===== src/hw/lane_err_regs.svh =====
// Register map and reset values of the lane error status block
//
// Functional notes
// - Invalid-code flags, lanes 7..0 at bits 7..0
// - Invalid-code flag set when count reaches threshold
// - Stray control-char flags at 0x46F, bit n lane n
// - Stray control-char flag set when count reaches threshold
// - Status reads follow link-select page at 0x300
// - Flags read-only, zero after reset
`ifndef LANE_ERR_REGS_SVH
`define LANE_ERR_REGS_SVH

// ----------------------------------------
// Register indices, byte address is four times the index
// ----------------------------------------
`define LINK_PAGE_IDX 11'h300
`define INVALID_CODE_IDX 11'h46e
`define STRAY_CTRL_IDX 11'h46f
`define THRESHOLD_IDX 11'h4a0

// ----------------------------------------
// Fields and reset values
// ----------------------------------------
`define LINK_PAGE_POS 0
`define LINK_PAGE_RESET 1'h0
`define THRESHOLD_RESET 8'hff
`define STATUS_RESET 8'h00
`define COUNT_MAX 8'hff

`endif


===== src/hw/lane_err_pkg.sv =====
// Shared types of the lane error status block
package lane_err_pkg;
	typedef logic [7:0] lane_vec_t;
	typedef logic [7:0] count_t;
	typedef logic [12:0] apb_addr_t;
	typedef logic [31:0] apb_data_t;
endpackage : lane_err_pkg


===== src/hw/lane_code_error_threshold_status.sv =====
// Per-lane decode error threshold status with APB register access
`timescale 1ns/1ps
`default_nettype none
`include "lane_err_regs.svh"
module lane_code_error_threshold_status
	import lane_err_pkg::*;
(
	input wire logic pclk,
	input wire logic presetn,
	input wire logic psel,
	input wire logic penable,
	input wire logic pwrite,
	input wire lane_err_pkg::apb_addr_t paddr,
	input wire lane_err_pkg::apb_data_t pwdata,
	output lane_err_pkg::apb_data_t prdata,
	output logic pready,
	output logic pslverr,
	input wire lane_err_pkg::lane_vec_t invalid_code_err_link0,
	input wire lane_err_pkg::lane_vec_t invalid_code_err_link1,
	input wire lane_err_pkg::lane_vec_t stray_control_char_err_link0,
	input wire lane_err_pkg::lane_vec_t stray_control_char_err_link1
);
	import lane_err_pkg::*;

	// ----------------------------------------
	// Control registers
	// ----------------------------------------
	logic link_select;
	count_t error_count_threshold;

	// ----------------------------------------
	// Per-lane flags of each link and error type
	// ----------------------------------------
	wire lane_vec_t invalid_flags_link0;
	wire lane_vec_t invalid_flags_link1;
	wire lane_vec_t stray_flags_link0;
	wire lane_vec_t stray_flags_link1;

	// ----------------------------------------
	// Paged status views
	// ----------------------------------------
	wire lane_vec_t invalid_code_lane_status;
	wire lane_vec_t unexpected_control_char_lane_status;

	// ----------------------------------------
	// One counter per lane, link and type
	// ----------------------------------------
	genvar lane;
	generate
		for (lane = 0; lane < 8; lane++) begin : g_lane
			lane_error_counter u_invalid_link0 (
				.pclk(pclk),
				.presetn(presetn),
				.err_pulse(invalid_code_err_link0[lane]),
				.threshold(error_count_threshold),
				.flag(invalid_flags_link0[lane])
			);

			lane_error_counter u_invalid_link1 (
				.pclk(pclk),
				.presetn(presetn),
				.err_pulse(invalid_code_err_link1[lane]),
				.threshold(error_count_threshold),
				.flag(invalid_flags_link1[lane])
			);

			lane_error_counter u_stray_link0 (
				.pclk(pclk),
				.presetn(presetn),
				.err_pulse(stray_control_char_err_link0[lane]),
				.threshold(error_count_threshold),
				.flag(stray_flags_link0[lane])
			);

			lane_error_counter u_stray_link1 (
				.pclk(pclk),
				.presetn(presetn),
				.err_pulse(stray_control_char_err_link1[lane]),
				.threshold(error_count_threshold),
				.flag(stray_flags_link1[lane])
			);

			// Software sees only the link chosen by the page
			assign invalid_code_lane_status[lane] =
				link_select ? invalid_flags_link1[lane] : invalid_flags_link0[lane];

			assign unexpected_control_char_lane_status[lane] =
				link_select ? stray_flags_link1[lane] : stray_flags_link0[lane];
		end
	endgenerate

	// ----------------------------------------
	// APB decode
	// ----------------------------------------
	wire [10:0] reg_index = paddr[12:2];
	wire access = psel && penable && !pready;
	wire read_now = access && !pwrite;
	wire write_now = access && pwrite;

	wire hit_page = (reg_index == `LINK_PAGE_IDX);
	wire hit_invalid = (reg_index == `INVALID_CODE_IDX);
	wire hit_stray = (reg_index == `STRAY_CTRL_IDX);
	wire hit_thr = (reg_index == `THRESHOLD_IDX);
	wire mapped = hit_page || hit_invalid || hit_stray || hit_thr;

	// Status registers have no write strobe at all
	wire write_page = write_now && hit_page;
	wire write_thr = write_now && hit_thr;

	// ----------------------------------------
	// Read words
	// ----------------------------------------
	wire apb_data_t page_word = {31'h0, link_select};
	wire apb_data_t invalid_word = {24'h0, invalid_code_lane_status};
	wire apb_data_t stray_word = {24'h0, unexpected_control_char_lane_status};
	wire apb_data_t threshold_word = {24'h0, error_count_threshold};

	wire apb_data_t read_value =
		hit_page ? page_word :
		hit_invalid ? invalid_word :
		hit_stray ? stray_word :
		hit_thr ? threshold_word :
		32'h0000_0000;

	// ----------------------------------------
	// Next values
	// ----------------------------------------
	wire next_link_select = write_page ? pwdata[`LINK_PAGE_POS] : link_select;
	wire count_t next_error_count_threshold = write_thr ? pwdata[7:0] : error_count_threshold;
	wire next_pready = access;
	wire next_pslverr = access && !mapped;
	wire apb_data_t next_prdata = read_now ? read_value : 32'h0000_0000;

	// ----------------------------------------
	// Link page register
	// ----------------------------------------
	always_ff @(posedge pclk or negedge presetn) begin
		if (!presetn) begin
			link_select <= `LINK_PAGE_RESET;
		end else begin
			link_select <= next_link_select;
		end
	end

	// ----------------------------------------
	// Threshold register
	// ----------------------------------------
	always_ff @(posedge pclk or negedge presetn) begin
		if (!presetn) begin
			error_count_threshold <= `THRESHOLD_RESET;
		end else begin
			error_count_threshold <= next_error_count_threshold;
		end
	end

	// ----------------------------------------
	// Bus answer, one wait state
	// ----------------------------------------
	always_ff @(posedge pclk or negedge presetn) begin
		if (!presetn) begin
			pready <= 1'b0;
		end else begin
			pready <= next_pready;
		end
	end

	always_ff @(posedge pclk or negedge presetn) begin
		if (!presetn) begin
			pslverr <= 1'b0;
		end else begin
			pslverr <= next_pslverr;
		end
	end

	always_ff @(posedge pclk or negedge presetn) begin
		if (!presetn) begin
			prdata <= 32'h0000_0000;
		end else begin
			prdata <= next_prdata;
		end
	end
endmodule : lane_code_error_threshold_status
`default_nettype wire


===== src/hw/lane_error_counter.sv =====
// Saturating error counter with threshold flag for one lane
`timescale 1ns/1ps
`default_nettype none
`include "lane_err_regs.svh"
module lane_error_counter
	import lane_err_pkg::*;
(
	input wire logic pclk,
	input wire logic presetn,
	input wire logic err_pulse,
	input wire lane_err_pkg::count_t threshold,
	output logic flag
);
	import lane_err_pkg::*;

	count_t count;
	wire count_full = (count == `COUNT_MAX);
	wire at_threshold = (count >= threshold);

	// Count stops at full scale so the flag never falls back by wrapping
	always_ff @(posedge pclk or negedge presetn) begin
		if (!presetn) begin
			count <= 8'h00;
		end else if (err_pulse && !count_full) begin
			count <= count + 8'h01;
		end
	end

	always_ff @(posedge pclk or negedge presetn) begin
		if (!presetn) begin
			flag <= 1'b0;
		end else begin
			flag <= at_threshold;
		end
	end
endmodule : lane_error_counter
`default_nettype wire


===== config.mk =====
export PLATFORM = sky130hd
export DESIGN_NAME = lane_code_error_threshold_status
export DESIGN_NICKNAME = d
export VERILOG_FILES = /design/src/hw/lane_err_pkg.sv /design/src/hw/lane_code_error_threshold_status.sv /design/src/hw/lane_error_counter.sv
export VERILOG_INCLUDE_DIRS = /design/src /design/src/hw
export SDC_FILE = /design/constraint.sdc
export NUM_CORES = 1
export LEC_CHECK = 0
export ABC_AREA = 1
export BUFFER_PORTS_ARGS = -buffer_cell sky130_fd_sc_hd__buf_2
export CAP_MARGIN = 40
export CORE_ASPECT_RATIO = 0.75
export CORE_MARGIN = 10
export CORE_UTILIZATION = 55
export DETAILED_ROUTE_END_ITERATION = 16
export PLACE_DENSITY_LB_ADDON = 0.25
export SYNTH_ARGS = -nofsm -noshare
export SYNTH_HDL_FRONTEND = slang
export SYNTH_SLANG_ARGS = --single-unit

===== constraint.sdc =====
create_clock -name pclk -period 2.2 [get_ports pclk]
set_input_delay 0.11 -clock pclk [delete_from_list [all_inputs] [get_ports pclk]]
set_output_delay 0.11 -clock pclk [all_outputs]
set_load 0.005 [all_outputs]

Word level (Yosys, flattened, before mapping):

Cells that the tools add are included.

* output and inout bits: 34
* bits in read-only memories: 0
* bits in latches: 0
* word-level logic and storage cells: 267
* memories: 0
* bits in writable memories: 0
* register bits: 307

* eq/ne operators: 36
* magnitude comparators: 32
* $mul: 0
* bitwise logic cells: 0
* reduce and logical (&&, ||, !) cells: 77
* shifts and indexed selects: 0
* divide/modulo/power cells: 0
* add/subtract/negate cells: 32
* multiplexer cells: 21

Operator list (number)
* adder 8 x 1 -> 8 bit (second input constant): 32
* == test 8 bit (second input constant): 32
* >= comparator 8 bit: 32
* 2-to-1 mux 8 bit: 5
* logical AND 1 bit: 39
* logical NOT 1 bit: 35
* == test 11 bit (second input constant): 3
* 2-to-1 mux 1 bit: 16
* == test 11 x 10 -> 1 bit (second input constant): 1
* logical OR 1 bit: 3

Logic depth before layout (Yosys ltp):

* depth after elaboration: 6
* depth in mapped cells: 9
* mapped depth without buffers: 9

Cells and area by module:

From an unflattened synthesis, not the netlist that was laid out.

* cell total of the unflattened synthesis: 3341
* area, all modules: 24607.4 um2

Modules (own cells, without submodules)
* lane_error_counter: cells an instance 98, instances 32, area each 721.9 um2, seq. area each 225.2 um2
* lane_code_error_threshold_status: cells an instance 205, instances 1, area each 1505.2 um2, seq. area each 485.5 um2

Worst setup path before layout:

Ideal clock, no wire load.

* kind: register to register
* start: register error_count_threshold[3]
* end: register g_lane[2].u_invalid_link1.flag
* data required time: 2.062 ns
* cell stages (with the launch flop): 7
* period minus slack after synthesis: 1.775 ns
* arrival time: 1.638 ns
* library setup time: 0.138 ns
* path slack: 0.425 ns
* path through: dfstp_2 inv_1 ha_1 a21oi_1 o21ai_0 nand2_1 o2111ai_1

* cells in the longest elaborated chain, start to end: 1

RTL lines
* start, declared: line lane_code_error_threshold_status.sv:29 `count_t error_count_threshold;`
* start signal, assigned: line lane_code_error_threshold_status.sv:150 `` error_count_threshold <= `THRESHOLD_RESET; ``
* start signal, assigned: line lane_code_error_threshold_status.sv:152 `error_count_threshold <= next_error_count_threshold;`
* >= comparator 8 bit: line lane_error_counter.sv:18 `wire at_threshold = (count >= threshold);`
* net g_lane[2].u_invalid_link1.at_threshold: line lane_error_counter.sv:18
* end signal, assigned: line lane_error_counter.sv:33 `flag <= at_threshold;`
* end, declared: line lane_error_counter.sv:12 `output logic flag`

The timed path passes the listed nets, and every way through them passes these cells.
A chain may end at the register's enable or synchronous reset.

Worst setup path after layout:

* start: register pready
* end: register error_count_threshold[6]

* cells in the longest elaborated chain, start to end: 4

RTL lines
* start, declared: line lane_code_error_threshold_status.sv:16 `output logic pready,`
* start signal, assigned: line lane_code_error_threshold_status.sv:163 `pready <= next_pready;`
* logical NOT 1 bit: line lane_code_error_threshold_status.sv:96 `wire access = psel && penable && !pready;`
* logical AND 1 bit: line lane_code_error_threshold_status.sv:96
* net access: line lane_code_error_threshold_status.sv:96
* logical AND 1 bit: line lane_code_error_threshold_status.sv:98 `wire write_now = access && pwrite;`
* logical AND 1 bit: line lane_code_error_threshold_status.sv:108 `wire write_thr = write_now && hit_thr;`

The timed path passes the listed nets, and every way through them passes these cells.

==> flow_metrics.tcl <==
set metrics [dict create \
    cap_violations 0 \
    period_share_pct 94.59 \
    holdWs_ps 38.26 \
    leakagePower_nw 11.48 \
    finClkSkew_ps 9.906 \
    num_rows 61 \
    crit_fanout 10 \
    ant_nets 0 \
    die_w_um 243.2 \
    finalPower_w 0.02468 \
    syn_to_final_growth_pct 13.83 \
    n_fill_cell 3078 \
    cts.sinks 307 \
    p_per_area_nw_per_um2 1055 \
    postCtsSetupRepairBufs 0 \
    cp.arrival_ps 2550 \
    cts_buffers 34 \
    syn-instance-count 2484 \
    clkTransAtPathRegs_ps 60 \
    syn_area_um2 20550 \
    core-area_um2 36940 \
    worst_pin_slew_ps 822.7 \
    avgSynthCellArea_um2 8.274 \
    hold_class "input pin to register" \
    place_congestion 0.8625 \
    antenna_found_initial 0 \
    drc 0 \
    min_period_ps 2081 \
    cts_tree "built" \
    ir_drop_v 0.0006130 \
    grt_overflow 0 \
    cp-end-kind "register" \
    startpoint_type "register" \
    drt-total-wl_um 48590 \
    max-slew-margin-rel_pct 44.74 \
    slew_violations 0 \
    io_pins 116 \
    finalHoldViolCount 0 \
    vias 16910 \
    clk_latency_ps 530 \
    required_ps 2670 \
    start_util_pct 55.64 \
    cts_max_path_buffers 3 \
    drive_above_1_share_pct 8.007 \
    grt_pass1_wl_um 81630 \
    rsz0062_at_grt "false" \
    grt_pass1_vias 16740 \
    dr.pass1.iters 5 \
    finalSetupViolations 0 \
    drtIter0Drc 1081 \
    crit_type "register to register" \
    htreeDepth 2 \
    io_buffers 65 \
    max_freq_ghz 0.4805 \
    num_antenna_cells 0 \
    fin_util_pct 63.33 \
    place_hpwl_um 35360 \
    synth-warning-count 0 \
    die_h_um 187.4 \
    clockRootBuffer "clkbuf_16" \
    synth_seq_cells 307 \
    grt_max_degree 60 \
    ys_seq_area_share_pct 37.43 \
    wl_per_cell_um 15.24 \
    num-nets-final 3029 \
    finalSetupTns_ps 0 \
    ys_types 31 \
    grt_usage_pct 21.27 \
    via_per_inst 5.303 \
    outcome "finished, final reports clean" \
    dieArea_um2 45580 \
    place_ws_ps 326.2 \
    layout_setup_ws_ps 119.0 \
]
report_power, final:
part	total, W	internal, W	switching, W
Clock	0.00605	0.00368	0.00237
Combinational	0.00891	0.00391	0.00500
Sequential	0.00972	0.00758	0.00214
Total	0.0247	0.0152	0.00950
final cells by class:
class / count / area (um2) / share of cell area [%]
timing repair buffer: 146 / 1159 / 4.953
multi-input combinational: 1883 / 11660 / 49.84
tap: 504 / 630.6 / 2.696
clock inverter: 10 / 152.6 / 0.6525
sequential: 307 / 7692 / 32.88
clock buffer: 52 / 1022 / 4.370
inverter: 287 / 1077 / 4.605
timing repair:
item	in CTS	in global routing
hold buffers	51	0
hold endpoints to repair	291	0
resized for setup	0	0
worst max-delay path, cell delays in order (launching register included):
cell           delay, ps
dfrtp_1              370
nor2_1               270
inv_1                110
nor2_2               390
nand3_1              170
dlygate4sd3_1        630
nand2_1               80
per-layer routing:
layer / GRT usage, % / share of wire [%]
met5: 0 / 0
met4: 6.788 / 2.5
met3: 3.111 / 4.3
met2: 35.41 / 46
met1: 27.97 / 47
flip-flops by register name, summed over array words and instances, names as in the netlist:
name / count
g_lane.u_stray_link0.flag: 8
pslverr: 1
prdata: 8
link_select: 1
g_lane.u_stray_link0.count: 64
g_lane.u_stray_link1.count: 64
g_lane.u_invalid_link0.flag: 8
g_lane.u_invalid_link1.count: 64
g_lane.u_invalid_link0.count: 64
g_lane.u_invalid_link1.flag: 8
error_count_threshold: 8
g_lane.u_stray_link1.flag: 8
pready: 1
placed cells by master (no fill, tap or decap), types with 7 or more instances in the layout:
master,instances
conb_1,24
inv_1,256
nor3_1,74
buf_12,7
nand2_2,23
xnor2_1,44
ha_1,288
nand3b_1,21
xor2_1,149
clkbuf_1,11
dfstp_2,8
nand3_1,107
o21ai_0,134
dfrtp_1,299
buf_2,64
buf_4,23
inv_2,25
clkbuf_16,37
o2111ai_1,32
nand4_1,48
nor2_1,124
nand2_1,657
a21oi_1,139
dlygate4sd3_1,51
per-stage QoR:
step / cells / cell area, um2
after floorplan: 2507 / 20640
after global placement: 3076 / 21710
after detailed placement: 3076 / 21710
after CTS: 3189 / 23390
after global routing: 3189 / 23390
final: 3189 / 23390
cell families (layout without fill, tap and decap cells):
family	after synthesis	in the layout	synth area share (%)
adder cells (fa/ha/maj)	288	288	17.53
flip-flops	307	307	37.43
AND/OR/NAND/NOR	1063	1063	22.03
AO/OA/AOI/OAI	315	315	8.511
buffers and inverters	317	495	6.258
XOR/XNOR	193	193	8.225
other	1	24	0.01825
Yosys cell counts, drive strengths merged:
| library cell | count | share of area, % |
|---|---|---|
| xor2 | 149 | 6.3 |
| o21ai | 141 | 3.5 |
| clkinv | 1 | 0.018 |
| buf | 29 | 1.0 |
| nand2 | 681 | 13 |
| conb | 1 | 0.018 |
| o31ai | 3 | 0.31 |
| dfstp | 8 | 1.0 |
| nand3 | 107 | 2.6 |
| clkbuf | 1 | 0.018 |
| or2 | 1 | 0.030 |
| o2111ai | 32 | 1.4 |
| ha | 288 | 18 |
| inv | 286 | 5.2 |
| nand4 | 49 | 1.5 |
| xnor2 | 44 | 1.9 |
| nor3 | 74 | 1.8 |
| nand3b | 21 | 0.77 |
| nor2 | 129 | 2.4 |
| nor4 | 1 | 0.10 |
| a21oi | 139 | 3.4 |
| dfrtp | 299 | 36 |
path summary, 6_finish.rpt:
check                                                endpoint  depth (start not counted)                     start  slack [ps]
min in group asynchronous    g_lane[7].u_stray_link0.count[6]                          2                   presetn         120
max                                  error_count_threshold[6]                          6                    pready         120
min reg2reg                          error_count_threshold[2]                          2  error_count_threshold[2]         490
max in group asynchronous  g_lane[5].u_invalid_link0.count[3]                          3                   presetn        1300
min                                                 prdata[0]                          6                    pwrite          40
max reg2reg                          error_count_threshold[6]                          6                    pready         120
No activity file was read; power rests on OpenSTA's default activity.
